$ cat config.mk
export PLATFORM = sky130hd
export DESIGN_NAME = status_reporting_service_request
export DESIGN_NICKNAME = d
export VERILOG_FILES = /design/src/status_pkg.sv /design/src/status_reporting_service_request.sv
export VERILOG_INCLUDE_DIRS = /design/src
export SDC_FILE = /design/constraint.sdc
export NUM_CORES = 1
export LEC_CHECK = 0
export BUFFER_PORTS_ARGS = -buffer_cell sky130_fd_sc_hd__buf_2
export CORE_MARGIN = 4
export CORE_UTILIZATION = 45
export DETAILED_ROUTE_END_ITERATION = 7
export PLACE_DENSITY = 0.69
export SYNTH_ARGS = -nofsm -noshare
export SYNTH_HDL_FRONTEND = slang
export SYNTH_SLANG_ARGS = --single-unit
$ cat constraint.sdc
create_clock -name i_clk -period 2.3 [get_ports i_clk]
set_clock_uncertainty 0.2 [all_clocks]
set_input_delay 0.23 -clock i_clk [delete_from_list [all_inputs] [get_ports i_clk]]
set_output_delay 0.23 -clock i_clk [all_outputs]
set_load 0.1 [all_outputs]
$ cat src/status_map.svh
// Bit positions, reset values and fixed answers of the status system.
// Assumes inclusion by the status module only; the status package does not include it.
`ifndef STATUS_MAP_SVH
`define STATUS_MAP_SVH

// Event latch bit positions
`define EV_POWER_ON      7
`define EV_CMD_ERR       5
`define EV_EXEC_ERR      4
`define EV_QUERY_ERR     2
`define EV_OP_DONE       0

// Status byte bit positions
`define SB_SAMPLE_RAMP   7
`define SB_MASTER        6
`define SB_EVENT_SUM     5
`define SB_OVERLOAD      4
`define SB_ALARM         3
`define SB_MEAS_VALID    2
`define SB_CTRL_VALID    1
`define SB_WARMUP_RAMP   0

// Reset values: only the power-on flag comes up set
`define EVENT_LATCH_RST  8'h80
`define EVENT_MASK_RST   8'h00
`define SERVICE_MASK_RST 8'h00

// Answer placed in the output buffer once pending work ends
`define OP_DONE_ANSWER   8'h01

// Service mask bits that may feed the master summary
`define MASTER_SRC_MASK  8'hBF

`endif

$ cat src/status_pkg.sv
// Types shared by the status-reporting block and its testbench.
// Assumes status_map.svh is on the include path.
package status_pkg;

  // Common commands and the serial poll, as decoded upstream
  typedef enum logic [3:0] {
    CMD_NONE        = 4'b0000,
    CMD_EVENT_READ  = 4'b0001,
    CMD_EMASK_WRITE = 4'b0010,
    CMD_EMASK_READ  = 4'b0011,
    CMD_SMASK_WRITE = 4'b0100,
    CMD_SMASK_READ  = 4'b0101,
    CMD_STATUS_READ = 4'b0110,
    CMD_CLEAR       = 4'b0111,
    CMD_OP_NOTIFY   = 4'b1000,
    CMD_OP_QUERY    = 4'b1001,
    CMD_RESET       = 4'b1010,
    CMD_SERIAL_POLL = 4'b1011
  } cmd_e;

  // Whole state of the status block
  typedef struct packed {
    logic [7:0] event_status_latch;
    logic [7:0] event_report_mask;
    logic [7:0] service_request_mask;
    logic       master_prev;
    logic       request_service_state;
    logic       op_notify_armed;
    logic       op_query_wait;
    logic       resp_valid;
    logic [7:0] resp_data;
  } state_s;

endpackage : status_pkg

$ cat src/status_reporting_service_request.sv
// Status reporting and service request logic of the instrument.
// Assumes commands arrive decoded on one clock with the condition flags;
// formatting answers as decimal text is left to the command firmware.
`timescale 1ns/1ps
`include "status_map.svh"

module status_reporting_service_request (
  input  wire logic             i_clk,
  input  wire logic             i_rst_n,
  input  wire logic             i_ce,
  input  wire logic             i_cmd_valid,
  input  wire status_pkg::cmd_e i_cmd_code,
  input  wire logic [7:0]       i_cmd_data,
  output logic                  o_cmd_ready,
  output logic                  o_resp_valid,
  output logic [7:0]            o_resp_data,
  output logic                  o_srq,
  input  wire logic             i_command_error,
  input  wire logic             i_execution_error,
  input  wire logic             i_query_error,
  input  wire logic             i_ops_pending,
  input  wire logic             i_sample_ramp_done,
  input  wire logic             i_warmup_ramp_done,
  input  wire logic             i_current_source_overload,
  input  wire logic             i_common_mode_overload,
  input  wire logic             i_differential_overload,
  input  wire logic             i_mixer_overload,
  input  wire logic [3:0]       i_range_fault,
  input  wire logic             i_input_alarm,
  input  wire logic             i_alarm_visible,
  input  wire logic             i_measure_reading_valid,
  input  wire logic             i_control_reading_valid
);
  import status_pkg::*;

  state_s     st_q;
  state_s     st_d;
  logic       take;
  logic       cmd_ok;
  logic [7:0] event_set;
  logic       event_summary_bit;
  logic       input_overload_flag;
  logic       alarm_shown;
  logic [7:0] sum_bits;
  logic       master_summary_bit;
  logic [7:0] status_summary_byte;
  logic       master_rise;

  // Any mask bit meeting its flag; used for both summaries
  function automatic logic masked_any(input logic [7:0] flags,
                                      input logic [7:0] mask);
    masked_any = |(flags & mask);
  endfunction : masked_any

  // Bus is held only during a done query; reset still gets through
  assign o_cmd_ready = !st_q.op_query_wait;
  assign cmd_ok      = o_cmd_ready || (i_cmd_code == CMD_RESET);
  assign take        = i_ce && i_cmd_valid && cmd_ok;

  // Hardware event sources this cycle
  always_comb begin
    event_set                = 8'h00;
    event_set[`EV_CMD_ERR]   = i_command_error;
    event_set[`EV_EXEC_ERR]  = i_execution_error;
    event_set[`EV_QUERY_ERR] = i_query_error;
    event_set[`EV_OP_DONE]   = st_q.op_notify_armed && !i_ops_pending;
  end

  // Summaries are plain gates so a cleared latch drops them at once
  assign event_summary_bit = masked_any(st_q.event_status_latch,
                                        st_q.event_report_mask);
  assign input_overload_flag = i_current_source_overload
                            || i_common_mode_overload
                            || i_differential_overload
                            || i_mixer_overload
                            || (|i_range_fault);
  assign alarm_shown = i_input_alarm && i_alarm_visible;

  // Summary bits of the status byte, master bit left out
  always_comb begin
    sum_bits                  = 8'h00;
    sum_bits[`SB_SAMPLE_RAMP] = i_sample_ramp_done;
    sum_bits[`SB_EVENT_SUM]   = event_summary_bit;
    sum_bits[`SB_OVERLOAD]    = input_overload_flag;
    sum_bits[`SB_ALARM]       = alarm_shown;
    sum_bits[`SB_MEAS_VALID]  = i_measure_reading_valid;
    sum_bits[`SB_CTRL_VALID]  = i_control_reading_valid;
    sum_bits[`SB_WARMUP_RAMP] = i_warmup_ramp_done;
  end

  // Master follows the masked summaries with no latch of its own
  assign master_summary_bit = masked_any(sum_bits,
    st_q.service_request_mask & `MASTER_SRC_MASK);

  always_comb begin
    status_summary_byte             = sum_bits;
    status_summary_byte[`SB_MASTER] = master_summary_bit;
  end

  // Only an edge requests service, so a held master cannot repeat it
  assign master_rise = master_summary_bit && !st_q.master_prev;

  // Next state: events set, commands clear; a set beats a same-cycle clear
  always_comb begin
    st_d            = st_q;
    // Pulse drops only on an enabled edge, so a frozen answer stays put
    if (i_ce) begin
      st_d.resp_valid  = 1'b0;
      st_d.master_prev = master_summary_bit;
      if (take) begin
        case (i_cmd_code)
          CMD_EVENT_READ: begin
            st_d.resp_valid         = 1'b1;
            st_d.resp_data          = st_q.event_status_latch;
            st_d.event_status_latch = 8'h00;
          end
          CMD_EMASK_WRITE: begin
            st_d.event_report_mask = i_cmd_data;
          end
          CMD_EMASK_READ: begin
            st_d.resp_valid = 1'b1;
            st_d.resp_data  = st_q.event_report_mask;
          end
          CMD_SMASK_WRITE: begin
            st_d.service_request_mask = i_cmd_data;
          end
          CMD_SMASK_READ: begin
            st_d.resp_valid = 1'b1;
            st_d.resp_data  = st_q.service_request_mask;
          end
          CMD_STATUS_READ: begin
            st_d.resp_valid = 1'b1;
            st_d.resp_data  = status_summary_byte;
          end
          CMD_CLEAR: begin
            st_d.event_status_latch = 8'h00;
          end
          CMD_OP_NOTIFY: begin
            st_d.op_notify_armed = 1'b1;
          end
          CMD_OP_QUERY: begin
            st_d.op_query_wait = 1'b1;
          end
          CMD_RESET: begin
            // Abandons a done query; it is still answered if work ends in the same cycle
            st_d.op_query_wait   = 1'b0;
            st_d.op_notify_armed = 1'b0;
          end
          CMD_SERIAL_POLL: begin
            st_d.resp_valid = 1'b1;
            st_d.resp_data  = {status_summary_byte[7],
                               st_q.request_service_state,
                               status_summary_byte[5:0]};
            st_d.request_service_state = 1'b0;
          end
          default: begin
            st_d.resp_valid = 1'b0;
          end
        endcase
      end
      // Done query answers once work ends; no event flag is touched
      if (st_q.op_query_wait && !i_ops_pending) begin
        st_d.op_query_wait = 1'b0;
        st_d.resp_valid    = 1'b1;
        st_d.resp_data     = `OP_DONE_ANSWER;
      end
      if (event_set[`EV_OP_DONE]) begin
        st_d.op_notify_armed = 1'b0;
      end
      st_d.event_status_latch = st_d.event_status_latch | event_set;
      if (master_rise) begin
        st_d.request_service_state = 1'b1;
      end
    end
  end

  // State register; reset is a power-on, so the power flag comes up set
  always_ff @(posedge i_clk or negedge i_rst_n) begin
    if (!i_rst_n) begin
      st_q                      <= '0;
      st_q.event_status_latch   <= `EVENT_LATCH_RST;
      st_q.event_report_mask    <= `EVENT_MASK_RST;
      st_q.service_request_mask <= `SERVICE_MASK_RST;
    end else begin
      st_q <= st_d;
    end
  end

  // Outputs straight from flip-flops
  assign o_resp_valid = st_q.resp_valid;
  assign o_resp_data  = st_q.resp_data;
  assign o_srq        = st_q.request_service_state;

  // Command error lands in the latch next cycle
  cmd_err_set_a : assert property (
    @(posedge i_clk) disable iff (!i_rst_n)
    i_ce && i_command_error |=> st_q.event_status_latch[`EV_CMD_ERR])
    else $error("command error flag not set");

  // Execution error lands in the latch next cycle
  exec_err_set_a : assert property (
    @(posedge i_clk) disable iff (!i_rst_n)
    i_ce && i_execution_error |=> st_q.event_status_latch[`EV_EXEC_ERR])
    else $error("execution error flag not set");

  // Query error lands in the latch next cycle
  query_err_set_a : assert property (
    @(posedge i_clk) disable iff (!i_rst_n)
    i_ce && i_query_error |=> st_q.event_status_latch[`EV_QUERY_ERR])
    else $error("query error flag not set");

  // Armed notify sets bit 0 once work has ended
  op_done_set_a : assert property (
    @(posedge i_clk) disable iff (!i_rst_n)
    i_ce && st_q.op_notify_armed && !i_ops_pending
    |=> st_q.event_status_latch[`EV_OP_DONE] && !st_q.op_notify_armed)
    else $error("operation done flag not set");

  // Event read answers old contents and leaves only new events
  event_read_a : assert property (
    @(posedge i_clk) disable iff (!i_rst_n)
    take && i_cmd_code == CMD_EVENT_READ && event_set == 8'h00
    |=> o_resp_valid && o_resp_data == $past(st_q.event_status_latch)
        && st_q.event_status_latch == 8'h00)
    else $error("event read did not answer and clear");

  // Event summary tracks the masked latch
  event_sum_a : assert property (
    @(posedge i_clk) disable iff (!i_rst_n)
    status_summary_byte[`SB_EVENT_SUM]
      == (|(st_q.event_status_latch & st_q.event_report_mask)))
    else $error("event summary bit wrong");

  // Master rising edge raises the line on the next edge
  srq_rise_a : assert property (
    @(posedge i_clk) disable iff (!i_rst_n)
    i_ce && master_summary_bit && !st_q.master_prev |=> o_srq)
    else $error("service request not raised");

  // Poll drops the request unless a fresh rise comes with it
  poll_clear_a : assert property (
    @(posedge i_clk) disable iff (!i_rst_n)
    take && i_cmd_code == CMD_SERIAL_POLL && !master_rise
    |=> !o_srq && o_resp_valid)
    else $error("serial poll did not drop request");

  // Without a new edge the line never rises on its own
  srq_no_repeat_a : assert property (
    @(posedge i_clk) disable iff (!i_rst_n)
    !o_srq && !(i_ce && master_rise) |=> !o_srq)
    else $error("service request raised without an edge");

  // Status read answers master in bit 6 and clears nothing
  status_read_a : assert property (
    @(posedge i_clk) disable iff (!i_rst_n)
    take && i_cmd_code == CMD_STATUS_READ
    |=> o_resp_data[`SB_MASTER] == $past(master_summary_bit)
        && ($past(st_q.event_status_latch)
            & ~st_q.event_status_latch) == 8'h00)
    else $error("status read wrong or destructive");

  // Done query holds the bus, then answers one
  op_query_a : assert property (
    @(posedge i_clk) disable iff (!i_rst_n)
    i_ce && st_q.op_query_wait && !i_ops_pending
    |-> !o_cmd_ready ##1 o_resp_valid && o_resp_data == `OP_DONE_ANSWER
        && o_cmd_ready)
    else $error("done query answer wrong");

  // Event mask write lands on the next edge
  emask_load_a : assert property (
    @(posedge i_clk) disable iff (!i_rst_n)
    take && i_cmd_code == CMD_EMASK_WRITE
    |=> st_q.event_report_mask == $past(i_cmd_data))
    else $error("event mask not loaded");

  // Service mask write lands on the next edge
  smask_load_a : assert property (
    @(posedge i_clk) disable iff (!i_rst_n)
    take && i_cmd_code == CMD_SMASK_WRITE
    |=> st_q.service_request_mask == $past(i_cmd_data))
    else $error("service mask not loaded");

  // Clear empties the latch when no event races it
  clear_cmd_a : assert property (
    @(posedge i_clk) disable iff (!i_rst_n)
    take && i_cmd_code == CMD_CLEAR && event_set == 8'h00
    |=> st_q.event_status_latch == 8'h00)
    else $error("clear left events latched");

  // Any overload source shows in bit 4 of the answer
  overload_bit_a : assert property (
    @(posedge i_clk) disable iff (!i_rst_n)
    take && i_cmd_code == CMD_STATUS_READ
    |=> o_resp_data[`SB_OVERLOAD] == $past(i_current_source_overload
        || i_common_mode_overload || i_differential_overload
        || i_mixer_overload || (|i_range_fault)))
    else $error("overload bit wrong");

  // Alarm shows only while it is visible
  alarm_bit_a : assert property (
    @(posedge i_clk) disable iff (!i_rst_n)
    take && i_cmd_code == CMD_STATUS_READ
    |=> o_resp_data[`SB_ALARM] == $past(i_input_alarm && i_alarm_visible))
    else $error("alarm bit wrong");

  // Master in the answer matches the other answered bits under the mask
  master_sum_a : assert property (
    @(posedge i_clk) disable iff (!i_rst_n)
    take && i_cmd_code == CMD_STATUS_READ
    |=> o_resp_data[`SB_MASTER]
        == (|(o_resp_data & $past(st_q.service_request_mask) & `MASTER_SRC_MASK)))
    else $error("master summary wrong");

  // Poll answers the request state in bit 6
  poll_answer_a : assert property (
    @(posedge i_clk) disable iff (!i_rst_n)
    take && i_cmd_code == CMD_SERIAL_POLL
    |=> o_resp_data[`SB_MASTER] == $past(st_q.request_service_state))
    else $error("poll answer bit 6 wrong");

  // Low enable freezes every bit of state
  freeze_hold_a : assert property (
    @(posedge i_clk) disable iff (!i_rst_n)
    !i_ce |=> $stable(st_q))
    else $error("state moved while frozen");

endmodule : status_reporting_service_request

After elaboration in Yosys (flattened, before gate mapping):

Index checks and enable logic that the tools add are counted.

* eq/ne operators: 14
* reductions and logical operators: 32
* bitwise operators: 3
* mux-type cells: 14

Operators with widths (count)
* $mux W24: 2
* $pmux W8 S5: 1
* $mux W8: 3
* $reduce_and A3 Y1: 6
* $and A8 B8 Y8: 2
* $eq A4 B3 Y1 const B: 4
* $eq A4 B4 Y1 const B: 4
* $reduce_or A8 Y1: 2
* $mux W12: 1
* $mux W10: 1
* $eq A4 B2 Y1 const B: 2
* $or A8 B6 Y8: 1
* $reduce_bool A2 Y1: 4
* $logic_and A1 B1 Y1: 6
* $ne A2 B1 Y1 const B: 3
* $reduce_bool A3 Y1: 2
* $reduce_bool A6 Y1: 1
* $logic_or A1 B1 Y1: 5
* $reduce_or A5 Y1: 1
* $eq A4 B1 Y1 const B: 1
* $mux W1: 4
* $pmux W1 S2: 2
* $reduce_or A4 Y1: 1
* $logic_not A1 Y1: 3
* $reduce_or A2 Y1: 1

* register bits: 37
* input bits: 34
* output and inout bits: 11

Depth between registers and ports, before layout:

* word-level depth: 9
* mapped depth: 7

Worst setup path before layout:

OpenSTA, ideal clock, no wires.

* path kind: register -> register
* start point: reg st_q (netlist bit o_srq)
* end point: reg st_q (netlist bit o_resp_data[6])
* arrival: 1.615 ns
* buffers on the path: 0
* required time: 1.976 ns
* stages on the path, launching flop included: 5
* slack: 0.361 ns
* library setup time: 0.124 ns
* cells stage by stage: dfrtp_1 -> mux2_2 -> a32oi_1 -> nor4bb_1 -> a211o_1

* longest elaborated chain between the ends: 3

Ends and longest elaborated chain
* start, declared: line status_reporting_service_request.sv:36 `state_s st_q;`
* start signal, assigned: line status_reporting_service_request.sv:185 `st_q <= st_d;`
* $pmux W8 S5: line status_reporting_service_request.sv:111 `case (i_cmd_code)`
* $mux W12: line status_reporting_service_request.sv:110 `if (take) begin`
* $mux W10: line status_reporting_service_request.sv:162 `if (st_q.op_query_wait && !i_ops_pending) begin`

Every way passes these cells. The select of a mux whose other input is x is not followed.
A chain may end at the register's enable or synchronous reset.

Worst setup path after layout:

* start point: reg st_q[9] in the netlist's numbering
* end point: reg st_q[29] in the netlist's numbering

* longest elaborated chain between the ends: 6

Ends and longest elaborated chain
* $logic_not A1 Y1: line status_reporting_service_request.sv:56 `assign o_cmd_ready = !st_q.op_query_wait;`
* $logic_or A1 B1 Y1: line status_reporting_service_request.sv:57 `assign cmd_ok = o_cmd_ready || (i_cmd_code == CMD_RESET);`
* $logic_and A1 B1 Y1: line status_reporting_service_request.sv:58 `assign take = i_ce && i_cmd_valid && cmd_ok;`
* $mux W24: line status_reporting_service_request.sv:110
* $mux W24: line status_reporting_service_request.sv:107 `if (i_ce) begin`
* $or A8 B6 Y8: line status_reporting_service_request.sv:170 `st_d.event_status_latch = st_d.event_status_latch | event_set;`

Every way passes these cells. The select of a mux whose other input is x is not followed.

==> run_results.csv <==
group,metric,value,unit
logic_synthesis,yosys.area.top_type_share,0.437,
route,highest_layer,"met4",
logic_synthesis,syn_area,1890,um2
global_routing,grt_max_degree,35,
outcome,outcome,"finished clean",
logic_synthesis,ys_warn_count,0,
worst_setup_path,critical_path_class,"reg -> reg",
logic_synthesis,ys_seq_elements,34,
worst_setup_path,critical_path.top_delay_family,"simple AND/OR/NAND/NOR gates",
finish,n_fill_cell,354,
clocking,clkTransAtPathRegs,0.08,ns
pwr,seqPwrFrac,0.376,
die,start_util,0.469,
logic_synthesis,avgSynthCellArea,12.0,um2
worst_setup_path,crit_chain,"a21o_4, or4b_4, a32o_1",
route,drt-total-wl,4370,um
route,drcViolationCount,0,
logic_synthesis,synth.yosys.seq_area_share,0.451,
route,firstDrtPassIters,4,
route,drt-met1-wl,1960,um
sta,finalSetupTns,0,ns
sta,worst-slew-pin-transition,0.754,ns
clocking,cts_tree,"yes",
pwr,vdd_drop_max,527,uV
placed_design,dpl_worst_slack,0.270,ns
run,cap_violations,0,
worst_setup_path,reg2reg_slack,0.47,ns
worst_setup_path,max_stage_delay,0.57,ns
finish,fin_cells,256,
global_routing,overflow,0,
sta,hold_violations,0,
finish,finalNetCount,239,
placed_design,gp_congestion,0.825,
worst_setup_path,setup.worst_path.end_class,"flop",
pwr,p_leak,1.11,nW
sta,layout_setup_ws,0.465,ns
min_path,min_path_type,"in -> reg",
logic_synthesis,synth_cell_type_count,43,
finish,n_antenna_cell,0,
route,via_count,1460,
pwr,power_frac_comb,0.336,
die,die_w,72.8,um
sta,drv_slew,0,
logic_synthesis,syn-instance-count,158,
route,drt-initial-drc-count,98,
placed_design,numPortBuffers,44,
sta,setup_viol,0,
logic_synthesis,syn-num-nets,192,
sta,slew_headroom,0.498,
clocking,cts_root_buf,"clkbuf_8",
global_routing,antenna_found_initial,0,
route,route.met3.wl,239,um
sta,timing.fmax,0.545,GHz
placed_design,place_area,2070,um2
finish,syn2layout_area_growth,23.2,%
die,num_rows,23,
logic_synthesis,synthTopCellsByCount,"33 x dfrtp_1, 18 x mux2_2, 11 x a22o_1, 10 x buf_4, 8 x nand2_1",
pwr,clkPwrFrac,0.288,
worst_setup_path,start_kind,"flop",
global_routing,grt_pass1_wl,7400,um
clocking,clkLatencyLatePin,0.29,ns
clocking,cts_buffer_depth,2,
logic_synthesis,synth_most_common_cell,"dfrtp_1",
finish,final_util,0.578,
logic_synthesis,synth-main-ff-cell,"dfrtp_1",
route,detail-route-antenna-nets,0,
die,die_y,72.8,um
sta,rsz0062_at_grt,"no",
sta,period_minus_slack,1.83,ns
finish,drive_gt1_frac,0.398,
logic_synthesis,synth_edf_count,0,
route,wl_per_cell,17.1,um
worst_setup_path,arrival,1.82,ns
route,dr_wl_met2,2120,um
clocking,cts.sinks,34,
logic_synthesis,yosysTopAreaCell,"dfrtp_1",
worst_setup_path,crit_buf_inv,0,
pwr,p_int,0.00143,W
global_routing,grt_pass1_vias,1514,
die,core_area,4030,um2
clocking,cts_setup_buffers,0,
pwr,power_switching,0.000868,W
logic_synthesis,synthTopCellsByArea,"dfrtp_1 44%, mux2_2 11%, a22o_1 5.1%",
pwr,swShare,0.378,
sta,finalCritPeriodShare,0.798,
logic_synthesis,ys_async_sr_fraction,1.00,
clocking,cts_made_buffers,5,
placed_design,dp.cells,236,
route,via_per_inst,5.70,
worst_setup_path,crit_slowest_cell,"or4b_4",
worst_setup_path,worst-path-max-fanout,8,
clocking,htreeDepth,2,
die,dieArea,5300,um2
global_routing,gr-usage-all-layers,0.180,
placed_design,dp_hpwl,3270,um
clocking,cts-resized-gates,0,
finish,stdcell_area,2330,um2
worst_setup_path,required,2.28,ns
clocking,hold_buffers,12,
pwr,p_per_area,985,nW/um2
die,num_io_pins,45,
## state kept, by name, summed over array words and instances, names as in the netlist
| register | flops |
|---|---|
| st_q | 24 |
| o_resp_data | 8 |
| o_resp_valid | 1 |
| o_srq | 1 |
## path summary, 6_finish.rpt
check | startpoint | endpoint | depth (start not counted)
worst max-delay path | st_q[9] | st_q[29] | 3
worst min register to register | st_q[36] | st_q[36] | 1
worst max register to register | st_q[9] | st_q[29] | 3
max in group asynchronous | i_rst_n | st_q[25] | 2
worst min-delay path | i_measure_reading_valid | o_resp_data[2] | 3
min in group asynchronous | i_rst_n | st_q[9] | 2
## power groups by stage
stage / logic (W) / registers (W) / clock network (W)
4_1_cts: 0.000776 / 0.000860 / 0.000676
2_1_floorplan: 0.000609 / 0.000888 / 0
3_3_place_gp: 0.000742 / 0.000861 / 0
5_1_grt: 0.000829 / 0.000880 / 0.000700
3_5_place_dp: 0.000759 / 0.000870 / 0
6_report: 0.000771 / 0.000862 / 0.000662
## placed cells by master, fill, tap and decap left out, drive strengths merged, types with 2 or more instances in the layout
cell type and instances:
and4bb 2, a222oi 6, a22o 11, mux2i 6, a211oi 2, nand2b 2, buf 46, nand2 8
and2 3, a31oi 2, mux2 18, nand4b 2, a22oi 3, o21ai 2, nor2b 3, a32o 5
clkbuf 5, inv 5, dlygate4sd3 12, nor4 3, dfrtp 33, nand3 5, bufinv 2
## tightest hold or removal path, cell delays in order
cell      delay (ns)
buf_2           0.10
a222oi_1        0.07
mux2i_1         0.13
## kinds of logic after synthesis
kind of cell / Yosys count / share of synthesized area
simple gates: 39 / 0.164
compound gates: 38 / 0.175
flops: 34 / 0.451
mux: 24 / 0.139
buf+inv: 23 / 0.0715
## metrics by stage
stage	power, W	hold slack, ns
after CTS	0.00231	0.0809
after detailed placement	0.00163	0.136
after global routing	0.00241	0.0985
after global placement	0.00160	0.120
after floorplan	0.00150	-0.266
final	0.00229	0.0885
## final cells by class
class | count | area [um2] | share of cell area
multi-input combinational | 101 | 902 | 0.387
sequential | 34 | 852 | 0.366
timing repair buffer | 58 | 355 | 0.153
clock buffer | 5 | 68.8 | 0.0296
clock inverter | 3 | 68.8 | 0.0296
tap | 50 | 62.6 | 0.0269
inverter | 5 | 18.8 | 0.00806
## per-layer routing
metal / vias up / GRT usage
met3: 8 / 0.0455
li1: 702 / -
met2: 42 / 0.285
met4: 0 / 0.0512
met1: 708 / 0.245
met5: - / 0
Power figures use the tool's default switching activity.
